--- src/core/offset_scratch_id_regs_end.sv ---
// Purpose: Closes the net type setting for the register bank sources
// Assumes: Read after the other core files
// Notes: Holds no logic
`default_nettype none
`default_nettype wire

--- src/shared/tsense_pkg.sv ---
// Purpose: Shared constants for the offset, scratch and identity register bank
// Assumes: 100 MHz core clock
// Notes: Register indices are the byte values carried in the bus pointer
`default_nettype none
package tsense_pkg;
  // Register indices
  localparam logic [7:0] IDX_RESULT = 8'h00;
  localparam logic [7:0] IDX_HIGH = 8'h02;
  localparam logic [7:0] IDX_LOW = 8'h03;
  localparam logic [7:0] IDX_UNLOCK = 8'h04;
  localparam logic [7:0] IDX_SCR_A = 8'h05;
  localparam logic [7:0] IDX_SCR_B = 8'h06;
  localparam logic [7:0] IDX_OFFSET = 8'h07;
  localparam logic [7:0] IDX_SCR_C = 8'h08;
  localparam logic [7:0] IDX_ID = 8'h0F;
  localparam int SCR_NUM = 3;
  localparam logic [7:0] SCR_IDX [SCR_NUM] = '{IDX_SCR_A, IDX_SCR_B, IDX_SCR_C};
  // Reset values
  localparam logic [15:0] RST_HIGH = 16'h6000;
  localparam logic [15:0] RST_LOW = 16'h8000;
  localparam logic [15:0] RST_OFFSET = 16'h0000;
  // Field positions
  localparam int UNLOCK_BIT = 15;
  // Temperature code: 7.8125 m-degrees per LSB, span +-256 degrees
  localparam real LSB_MILLIDEG = 7.8125;
  localparam int SPAN_DEG = 256;
  localparam logic [15:0] TEMP_MAX = 16'h7FFF;
  localparam logic [15:0] TEMP_MIN = 16'h8000;
  // Averaging shift per select code: 1, 8, 32, 64 samples
  localparam logic [2:0] AVG_SHIFT [4] = '{3'h0, 3'h3, 3'h5, 3'h6};
  // Two-wire bus
  localparam logic [4:0] BUS_ADDR_BASE = 5'h12;
  localparam logic [7:0] GC_RESET_CMD = 8'h06;
  localparam logic [1:0] SEL_GND = 2'h0;
  localparam logic [1:0] SEL_VCC = 2'h1;
  localparam logic [1:0] SEL_SDA = 2'h2;
  localparam logic [1:0] SEL_SCL = 2'h3;
  // Timing
  localparam real CLK_PERIOD_NS = 10.0;
  localparam real GC_RESET_MS = 1.5;
  localparam int GC_RESET_CYCLES = int'(GC_RESET_MS * 1.0e6 / CLK_PERIOD_NS);
  typedef enum logic [2:0] {ST_IDLE, ST_ADDR, ST_ACK, ST_WR, ST_RD, ST_MACK} bus_state_type;
endpackage
`default_nettype wire

--- src/core/offset_scratch_id_regs.sv ---
// Purpose: Two-wire slave with offset, scratch, limit and identity registers
// Assumes: Samples from converter logic share the core clock
// Notes: Bus pins and the address select pin pass a three-stage filter
`timescale 1ns/1ns
`default_nettype none
// Behaviour
// - add offset to every linearised result
// - offset two's complement, same scale as result
// - clamp out-of-range sum to max or min
// - offset word at 07h, resets to zero
// - scratch word at 06h, read/write, no meaning
// - scratch words backed by nonvolatile location
// - scratch word at 08h, reset from stored value
// - identity word at 0Fh is read-only
// - identity: revision 15:12, part code 11:0
// - slave only, clock in, data bidirectional
// - four bus addresses from select pin wiring
// - alert when result crosses limits 02h/03h
// - average over 1, 8, 32 or 64 conversions
// - unlock set makes scratch writes program storage
// - general-call reset, 1.5 ms wait, then sample
module offset_scratch_id_regs import tsense_pkg::*; #(
  parameter int GC_RESET_CYCLES_P = GC_RESET_CYCLES,
  parameter logic [3:0] REV_FIELD = 4'h3, // Arbitrary value
  parameter logic [11:0] PART_CODE_FIELD = 12'hA5C // Arbitrary value
) (
  // Clock and reset
  input wire logic I_CORE_CLK,
  input wire logic I_SYS_RST,
  // Two-wire bus
  input wire logic I_SCL,
  input wire logic I_SDA,
  output var logic O_SDA_O,
  output var logic O_SDA_OE,
  input wire logic I_ADDRESS_SELECT_PIN,
  // Converter side
  input wire logic [15:0] I_SAMPLE,
  input wire logic I_SAMPLE_VALID,
  input wire logic [1:0] I_AVG_SEL,
  output var logic O_SAMPLING,
  output var logic O_ALERT,
  // Nonvolatile store
  input wire logic [47:0] I_NVM_STORED,
  output var logic O_NVM_WR,
  output var logic [1:0] O_NVM_SEL,
  output var logic [15:0] O_NVM_DATA
);
  localparam int WAIT_W = $clog2(GC_RESET_CYCLES_P + 1);
  localparam logic [15:0] ID_WORD = {REV_FIELD, PART_CODE_FIELD};

  logic [2:0] pin_s1_r, pin_s2_r, pin_s3_r, pin_f_r, pin_q_r;
  logic scl_rise, scl_fall, start, stop;
  bus_state_type state_r;
  logic [3:0] cnt_r;
  logic [7:0] sh_r, tx_r, ptr_r, hi_r;
  logic rw_r, gc_r, rd_lo_r, nack_r, sel0_r, self_r, selr_r;
  logic [1:0] bidx_r;
  logic [6:0] my_addr;
  logic [15:0] rd_word, wdata_r;
  logic [7:0] rd_byte;
  logic wr_stb_r, gc_hit_r, boot_r, unlock_r;
  logic [15:0] high_r, low_r, offset_r, result;
  logic [15:0] scr_r [SCR_NUM];
  logic [SCR_NUM-1:0] scr_hit;
  logic res_valid;
  logic [WAIT_W-1:0] wait_r;

  // Pin filter: bits are {select, data, clock}
  always_ff @(posedge I_CORE_CLK or posedge I_SYS_RST) begin
    if (I_SYS_RST) begin
      pin_s1_r <= 3'h3;
      pin_s2_r <= 3'h3;
      pin_s3_r <= 3'h3;
      pin_f_r <= 3'h3;
      pin_q_r <= 3'h3;
    end else begin
      pin_s1_r <= {I_ADDRESS_SELECT_PIN, I_SDA, I_SCL};
      pin_s2_r <= pin_s1_r;
      pin_s3_r <= pin_s2_r;
      pin_f_r <= (pin_s2_r & pin_s3_r) | ((pin_s2_r ^ pin_s3_r) & pin_f_r);
      pin_q_r <= pin_f_r;
    end
  end

  always_comb begin
    scl_rise = pin_f_r[0] && !pin_q_r[0];
    scl_fall = !pin_f_r[0] && pin_q_r[0];
    start = pin_f_r[0] && pin_q_r[0] && pin_q_r[1] && !pin_f_r[1];
    stop = pin_f_r[0] && pin_q_r[0] && !pin_q_r[1] && pin_f_r[1];
    // Pin wiring seen at start, first low and first high of the clock
    my_addr = {BUS_ADDR_BASE, sel0_r ? (self_r ? SEL_VCC : SEL_SCL)
                                     : (selr_r ? SEL_SDA : SEL_GND)};
    case (ptr_r)
      IDX_RESULT: rd_word = result;
      IDX_HIGH: rd_word = high_r;
      IDX_LOW: rd_word = low_r;
      IDX_UNLOCK: rd_word = {unlock_r, 15'h0000};
      IDX_SCR_A: rd_word = scr_r[0];
      IDX_SCR_B: rd_word = scr_r[1];
      IDX_OFFSET: rd_word = offset_r;
      IDX_SCR_C: rd_word = scr_r[2];
      IDX_ID: rd_word = ID_WORD;
      default: rd_word = 16'h0000;
    endcase
    rd_byte = rd_lo_r ? rd_word[7:0] : rd_word[15:8];
  end

  // Bus slave: never drives the clock, only pulls data low
  always_ff @(posedge I_CORE_CLK or posedge I_SYS_RST) begin
    if (I_SYS_RST) begin
      state_r <= ST_IDLE;
      cnt_r <= 4'h0;
      sh_r <= 8'h00;
      tx_r <= 8'hFF;
      ptr_r <= 8'h00;
      hi_r <= 8'h00;
      wdata_r <= 16'h0000;
      bidx_r <= 2'h0;
      {rw_r, gc_r, rd_lo_r, nack_r, sel0_r, self_r, selr_r} <= 7'h00;
      O_SDA_O <= 1'b0;
      O_SDA_OE <= 1'b0;
      wr_stb_r <= 1'b0;
      gc_hit_r <= 1'b0;
    end else begin
      O_SDA_O <= 1'b0;
      wr_stb_r <= 1'b0;
      gc_hit_r <= 1'b0;
      if (stop) begin
        state_r <= ST_IDLE;
        O_SDA_OE <= 1'b0;
      end else if (start) begin
        state_r <= ST_ADDR;
        cnt_r <= 4'h0;
        O_SDA_OE <= 1'b0;
        sel0_r <= pin_f_r[2];
      end else begin
        unique case (state_r)
          ST_IDLE: ;
          ST_ADDR, ST_WR: begin
            if (scl_rise) begin
              sh_r <= {sh_r[6:0], pin_f_r[1]};
              cnt_r <= cnt_r + 4'h1;
              if (state_r == ST_ADDR && cnt_r == 4'h0) selr_r <= pin_f_r[2];
            end
            if (scl_fall && state_r == ST_ADDR && cnt_r == 4'h0) self_r <= pin_f_r[2];
            if (scl_fall && cnt_r == 4'h8) begin
              cnt_r <= 4'h0;
              if (state_r == ST_ADDR) begin
                if (sh_r[7:1] == my_addr || sh_r == 8'h00) begin
                  O_SDA_OE <= 1'b1;
                  state_r <= ST_ACK;
                  rw_r <= sh_r[0];
                  gc_r <= (sh_r == 8'h00);
                  bidx_r <= 2'h0;
                  rd_lo_r <= 1'b0;
                end else begin
                  state_r <= ST_IDLE;
                end
              end else begin
                O_SDA_OE <= 1'b1;
                state_r <= ST_ACK;
                if (gc_r) begin
                  gc_hit_r <= (sh_r == GC_RESET_CMD);
                end else if (bidx_r == 2'h0) begin
                  ptr_r <= sh_r;
                  bidx_r <= 2'h1;
                end else if (bidx_r == 2'h1) begin
                  hi_r <= sh_r;
                  bidx_r <= 2'h2;
                end else begin
                  wr_stb_r <= 1'b1;
                  wdata_r <= {hi_r, sh_r};
                  bidx_r <= 2'h1;
                end
              end
            end
          end
          ST_ACK, ST_MACK: begin
            if (scl_rise && state_r == ST_MACK) nack_r <= pin_f_r[1];
            if (scl_fall) begin
              cnt_r <= 4'h0;
              if (!rw_r) begin
                O_SDA_OE <= 1'b0;
                state_r <= ST_WR;
              end else if (state_r == ST_MACK && nack_r) begin
                state_r <= ST_IDLE;
              end else begin
                O_SDA_OE <= !rd_byte[7];
                tx_r <= {rd_byte[6:0], 1'b1};
                rd_lo_r <= !rd_lo_r;
                state_r <= ST_RD;
              end
            end
          end
          ST_RD: begin
            if (scl_rise) cnt_r <= cnt_r + 4'h1;
            if (scl_fall) begin
              if (cnt_r == 4'h8) begin
                O_SDA_OE <= 1'b0;
                state_r <= ST_MACK;
              end else begin
                O_SDA_OE <= !tx_r[7];
                tx_r <= {tx_r[6:0], 1'b1};
              end
            end
          end
        endcase
      end
    end
  end

  // Control registers; the identity index has no write path
  always_ff @(posedge I_CORE_CLK or posedge I_SYS_RST) begin
    if (I_SYS_RST) begin
      high_r <= RST_HIGH;
      low_r <= RST_LOW;
      offset_r <= RST_OFFSET;
      unlock_r <= 1'b0;
    end else if (gc_hit_r) begin
      high_r <= RST_HIGH;
      low_r <= RST_LOW;
      offset_r <= RST_OFFSET;
      unlock_r <= 1'b0;
    end else if (wr_stb_r) begin
      if (ptr_r == IDX_HIGH) high_r <= wdata_r;
      if (ptr_r == IDX_LOW) low_r <= wdata_r;
      if (ptr_r == IDX_OFFSET) offset_r <= wdata_r;
      if (ptr_r == IDX_UNLOCK) unlock_r <= wdata_r[UNLOCK_BIT];
    end
  end

  // Scratch words reload from the store after any reset
  for (genvar k = 0; k < SCR_NUM; k++) begin : g_scr
    assign scr_hit[k] = (ptr_r == SCR_IDX[k]);
    always_ff @(posedge I_CORE_CLK or posedge I_SYS_RST) begin
      if (I_SYS_RST) begin
        scr_r[k] <= 16'h0000;
      end else if (boot_r) begin
        scr_r[k] <= I_NVM_STORED[16*k +: 16];
      end else if (wr_stb_r && scr_hit[k]) begin
        scr_r[k] <= wdata_r;
      end
    end
  end

  always_ff @(posedge I_CORE_CLK or posedge I_SYS_RST) begin
    if (I_SYS_RST) begin
      boot_r <= 1'b1;
      O_NVM_WR <= 1'b0;
      O_NVM_SEL <= 2'h0;
      O_NVM_DATA <= 16'h0000;
    end else begin
      boot_r <= gc_hit_r;
      O_NVM_WR <= wr_stb_r && unlock_r && (|scr_hit);
      O_NVM_SEL <= scr_hit[2] ? 2'h2 : (scr_hit[1] ? 2'h1 : 2'h0);
      O_NVM_DATA <= wdata_r;
    end
  end

  // Reset wait before sampling starts
  always_ff @(posedge I_CORE_CLK or posedge I_SYS_RST) begin
    if (I_SYS_RST) begin
      wait_r <= WAIT_W'(GC_RESET_CYCLES_P);
      O_SAMPLING <= 1'b0;
    end else if (gc_hit_r) begin
      wait_r <= WAIT_W'(GC_RESET_CYCLES_P);
      O_SAMPLING <= 1'b0;
    end else if (wait_r != '0) begin
      wait_r <= wait_r - WAIT_W'(1);
    end else begin
      O_SAMPLING <= 1'b1;
    end
  end

  result_path u_result (
    .i_clk(I_CORE_CLK),
    .i_rst(I_SYS_RST),
    .i_run(O_SAMPLING),
    .i_avg_sel(I_AVG_SEL),
    .i_offset(offset_r),
    .i_valid(I_SAMPLE_VALID),
    .i_sample(I_SAMPLE),
    .o_result(result),
    .o_valid(res_valid)
  );

  always_ff @(posedge I_CORE_CLK or posedge I_SYS_RST) begin
    if (I_SYS_RST) begin
      O_ALERT <= 1'b0;
    end else if (gc_hit_r) begin
      O_ALERT <= 1'b0;
    end else if (res_valid) begin
      O_ALERT <= ($signed(result) > $signed(high_r)) ||
                 ($signed(result) < $signed(low_r));
    end
  end
endmodule
`default_nettype wire

--- src/core/result_path.sv ---
// Purpose: Averages conversions and adds the saturating user offset
// Assumes: Samples arrive on the core clock as signed 16-bit codes
// Notes: Accumulator restarts whenever sampling is stopped
`timescale 1ns/1ns
`default_nettype none
module result_path import tsense_pkg::*; (
  // Clock and reset
  input wire logic i_clk,
  input wire logic i_rst,
  // Control
  input wire logic i_run,
  input wire logic [1:0] i_avg_sel,
  input wire logic [15:0] i_offset,
  // Samples
  input wire logic i_valid,
  input wire logic [15:0] i_sample,
  // Result
  output logic [15:0] o_result,
  output logic o_valid
);
  logic signed [21:0] acc_r;
  logic [6:0] cnt_r;
  logic [2:0] sh;
  logic [6:0] need;
  logic signed [21:0] acc_nxt;
  logic signed [15:0] avg;
  logic signed [16:0] sum;
  logic last;

  always_comb begin
    sh = AVG_SHIFT[i_avg_sel];
    need = 7'h1 << sh;
    acc_nxt = acc_r + 22'(signed'(i_sample));
    avg = 16'(acc_nxt >>> sh);
    sum = 17'(avg) + 17'(signed'(i_offset));
    last = i_run && i_valid && (cnt_r + 7'h1 == need);
  end

  always_ff @(posedge i_clk or posedge i_rst) begin
    if (i_rst) begin
      acc_r <= '0;
      cnt_r <= 7'h0;
      o_result <= 16'h0000;
      o_valid <= 1'b0;
    end else begin
      o_valid <= last;
      if (!i_run || last) begin
        acc_r <= '0;
        cnt_r <= 7'h0;
      end else if (i_valid) begin
        acc_r <= acc_nxt;
        cnt_r <= cnt_r + 7'h1;
      end
      if (last) begin
        if (sum[16] != sum[15]) begin
          o_result <= sum[16] ? TEMP_MIN : TEMP_MAX;
        end else begin
          o_result <= sum[15:0];
        end
      end
    end
  end
endmodule
`default_nettype wire

--- config.mk ---
export PLATFORM = sky130hd
export DESIGN_NAME = offset_scratch_id_regs
export DESIGN_NICKNAME = d
export VERILOG_FILES = /design/src/core/offset_scratch_id_regs_end.sv /design/src/shared/tsense_pkg.sv /design/src/core/offset_scratch_id_regs.sv /design/src/core/result_path.sv
export SDC_FILE = /design/constraint.sdc
export NUM_CORES = 1
export LEC_CHECK = 0
export ABC_AREA = 1
export BUFFER_PORTS_ARGS = -buffer_cell sky130_fd_sc_hd__buf_2
export CAP_MARGIN = 0
export CORE_ASPECT_RATIO = 0.8
export CORE_MARGIN = 4
export CORE_UTILIZATION = 60
export CTS_BUF_LIST = sky130_fd_sc_hd__clkbuf_16
export CTS_CLUSTER_SIZE = 30
export DETAILED_ROUTE_END_ITERATION = 16
export PLACE_DENSITY_LB_ADDON = 0.15
export SLEW_MARGIN = 10
export SYNTH_ARGS = -nofsm -noshare
export SYNTH_HDL_FRONTEND = slang
export SYNTH_SLANG_ARGS = --single-unit
--- constraint.sdc ---
create_clock -name I_CORE_CLK -period 10.5 [get_ports I_CORE_CLK]
set_input_delay 2.1 -clock I_CORE_CLK [delete_from_list [all_inputs] [get_ports I_CORE_CLK]]
set_output_delay 2.1 -clock I_CORE_CLK [all_outputs]
set_load 0.01 [all_outputs]
==> summary.md <==
| Metric | Value |
|---|---|
| H-tree levels | 1 |
| Final Net Count | about 2400 |
| MaxCap Viol Count | 0 |
| Layout cell share with drive strength beyond 1 | roughly 11% |
| Slew headroom | between 30% and 40% |
| Syn_nets | 2280 |
| Gr ovfl total | 0 |
| Dpl cells | approximately 2500 |
| Die Height | between 150 and 200 um |
| Initial antenna violation count | 0 |
| Clk buf depth | 3 |
| R2r endpoint | u_result.o_result[4] |
| HP Class | reg -> reg |
| Period utilisation layout | ~65% |
| Die Span X | 190 um |
| Die ar. | slightly below 30000 um^2 |
| Area of the multi-input gates | roughly 8000 um^2 |
| Syn Inst Count | between 2000 and 2500 |
| Combinational family with the most area after synthesis | simple AND/OR/NAND/NOR gates |
| Post-DP HPWL | 35800 um |
| Leakage | 8.69 nW |
| Root Driver | clkbuf_16 |
| DR pass1 iterations | 6 |
| Final non-filler cell total | 2566 |
| Worst-path clk slew | roughly 60 ps |
| CP arrival | ~7300 ps |
| Final min period | slightly below 7000 ps |
| Critical Path Start Type | input pin |
| Top post-synthesis cells by area | dfrtp_1 (37%), nand2_1 (14%), ha_1 (6.6%) |
| Fmax | ~150 MHz |
| CTS sink cnt | 263 |
| FF-to-FF setup slack | ~5800 ps |
| Via density | around 5.7 |
| Vias in the first global route | between 10000 and 15000 |
| Core area | approximately 26000 um^2 |
| Crit Path Max Fanout | 26 |
| Primary FF master, synth | dfrtp_1 |
| Fillers | around 2300 |
| Final Slew Violations | 0 |
| Library cells used by synthesis | between 50 and 60 |
| Clk_skew | ~38 ps |
| Critical Path Sink | u_result.o_result[4] |
| Post-CTS setup buffers | 0 |
| Reg2reg start | u_result.acc_r[0] |
| Storage element area | 6620 um^2 |
| Synth cell count leaders | nand2_1 (611), dfrtp_1 (234), inv_1 (223) |
| Number of CTS-inserted buffers | 28 |
| Power Density | approximately 220 nW/um^2 |
| Post-synth EDFFs | 0 |
| Yosys Warn Count | 0 |
| P&R area growth vs syn | 9.92% |
| Antenna viol nets, final | 0 |
| Post-synthesis adder-cell area fraction | 6.81% |
| Worst-path cell chain | buf_2 -> clkinv_1 -> ha_1 -> inv_1 -> nand2_1 -> o21ai_0 -> o21ai_0 -> o21ai_0 -> ha_1 -> fa_1 -> nand3_1 -> nand2_1 -> nand4_1 -> nand2_1 -> nand2_1 -> nand2_1 -> nand2_1 -> nand2_1 -> nand2_1 -> nand2_1 -> a21oi_2 |
| Fin. Hold Viols | 0 |
| Run status | complete, no violations |
| Avg WL per Cell | 18.3 um |
| CP startpoint | I_AVG_SEL[0] |
| Number of remaining DRC errors | 0 |
| Top-area cell type share of the netlist area | 37.0% |
| R2r worst-path depth | 25 |
| Total GRT Usage | between 30% and 40% |
| Clock insertion delay at the later pin of the skew report | 590 ps |
| DRT iter0 DRCs | 1411 |
| Compound-gate portion of the synthesized area | between 10% and 20% |
| Starting Density | ~62% |
| Worst Setup End Kind | flip-flop |
| Port bufs | 93 |
| Multiplexer share of the synthesized area | less than 1% |
| Number of antenna repair diodes | 0 |
| Largest net degree at the start of global routing | 140 |
| Sequential area share after synthesis | 41.8% |
| Required @ worst endpoint | around 11000 ps |
| Final Setup Violations | 0 |
| Via count | 14706 |
| Global-route wire length before repair | 73800 um |
| Most used standard cell by instance count after synthesis | nand2_1 |
| Slowest cell on crit path | ha_1 |
| Post-synth top area cell | dfrtp_1 |
| FFs w/ async S/R, synth | 100% |
| Most frequent CP cell | nand2_1 |
| Synth Register Bits | between 200 and 300 |
| Row count | 52 |
| Slew at the pin closest to its max-slew limit | 1030 ps |
| Mapped Area | 15800 um^2 |
| Type of the worst setup path | in -> reg |
| GPL Wtd Cong | around 1 |
| Worst VDD drop | 0.000166 V |
| Hold_buf cts | 0 |
| Routed WL | around 47000 um |
| CTS tree | yes |
| IO Pins | 95 |
| Simple logic cell fraction of the synthesized area | 28.3% |
| Setup_tns | 0 ps |
| Setup repair after global routing missed its margin | no |
| CP max stage delay | 920 ps |
| Syn Area/Cell | around 7.5 um^2 |
| Xor-xnor portion of the synthesized cell area | 1.55% |
| Post-CTS resize count | 0 |
[power breakdown]
| group | internal [W] | total [W] | switching [W] |
|---|---|---|---|
| registers | 0.00115 | 0.00129 | 0.000143 |
| logic | 0.000514 | 0.00153 | 0.00101 |
| clock network | 0.000540 | 0.000975 | 0.000435 |
[cell type report]
type                       instances  share of cell area [%]
inverter                         242                    5.29
sequential                       263                    38.0
clock buffer                      28                    4.02
tap                              351                    2.52
clock inverter                    24                    1.19
multi-input combinational       1556                    45.9
timing repair buffer             102                    3.06
[critical path, delay by kind of cell]
family	cells	cell delay [ps]
AOI/OAI and AO/OA	4	700
adders and majority gates	3	1590
buffers and inverters	3	1490
and+or+nand+nor	11	1430
[per-stage QoR]
| step | hold slack (ps) | cell area [um^2] | total power, W | setup slack, ps | util [%] |
|---|---|---|---|---|---|
| 6_report | 346 | 17400 | 0.00380 | 3660 | 67.9 |
| 5_1_grt | 349 | 17400 | 0.00405 | 3160 | 67.9 |
| 4_1_cts | 350 | 17400 | 0.00376 | 3740 | 67.9 |
| 3_5_place_dp | 345 | 16500 | 0.00278 | 3220 | 64.4 |
| 3_3_place_gp | 344 | 16500 | 0.00274 | 3390 | 64.4 |
| 2_1_floorplan | 331 | 15800 | 0.00235 | 1210 | - |
[worst min-delay path by stage]
stage,from,endpoint,slack [ps],cells past startpoint
CTS,pin_s1_r[2],pin_s2_r[2],350,0
global placement,pin_s1_r[2],pin_s2_r[2],340,0
global route,pin_s1_r[2],pin_s2_r[2],350,0
floorplan,pin_s1_r[2],pin_s2_r[2],330,0
detailed placement,pin_s1_r[2],pin_s2_r[2],350,0
finish,pin_s1_r[2],pin_s2_r[2],350,0
[layer usage]
metal  global-route usage (%)  share of wire [%]  up-vias
li1                         -                  -     7111
met1                     48.3                 45     6902
met2                     45.5                 41      610
met3                     9.37                 11       83
met4                     6.89                2.2        0
met5                        0                  0        -
[cells in the final DEF (no fill, tap or decap), types with 27 or more instances in the layout]
cell,netlist,layout
a21oi_1,99,97
dfrtp_1,234,234
clkbuf_16,0,28
nor2_1,180,180
nand3_1,176,176
inv_1,223,225
ha_1,83,83
buf_2,12,93
o21ai_1,28,27
a31oi_1,44,44
o21ai_0,138,138
dfstp_2,29,29
nand2_1,611,611
[registers in the layout (all words and copies together), names as in the netlist, 2 cells and up]
| name | count |
|---|---|
| wait_r | 18 |
| tx_r | 7 |
| high_r | 16 |
| O_NVM_DATA | 16 |
| scr_r | 48 |
| O_NVM_SEL | 2 |
| pin_s3_r | 3 |
| u_result.o_result | 16 |
| bidx_r | 2 |
| u_result.cnt_r | 7 |
| pin_f_r | 3 |
| pin_q_r | 2 |
| offset_r | 16 |
| wdata_r | 16 |
| low_r | 16 |
| ptr_r | 8 |
| pin_s2_r | 3 |
| hi_r | 8 |
| state_r | 3 |
| u_result.acc_r | 22 |
| pin_s1_r | 3 |
| sh_r | 8 |
| cnt_r | 4 |
[cells by family after synthesis]
family | count (synthesis)
compound gates | 378
flops | 263
fa+ha+maj | 85
buf+inv | 304
xor+xnor | 28
other cells | 1
mux | 1
simple gates | 1063
Power figures use the tool's default switching activity.
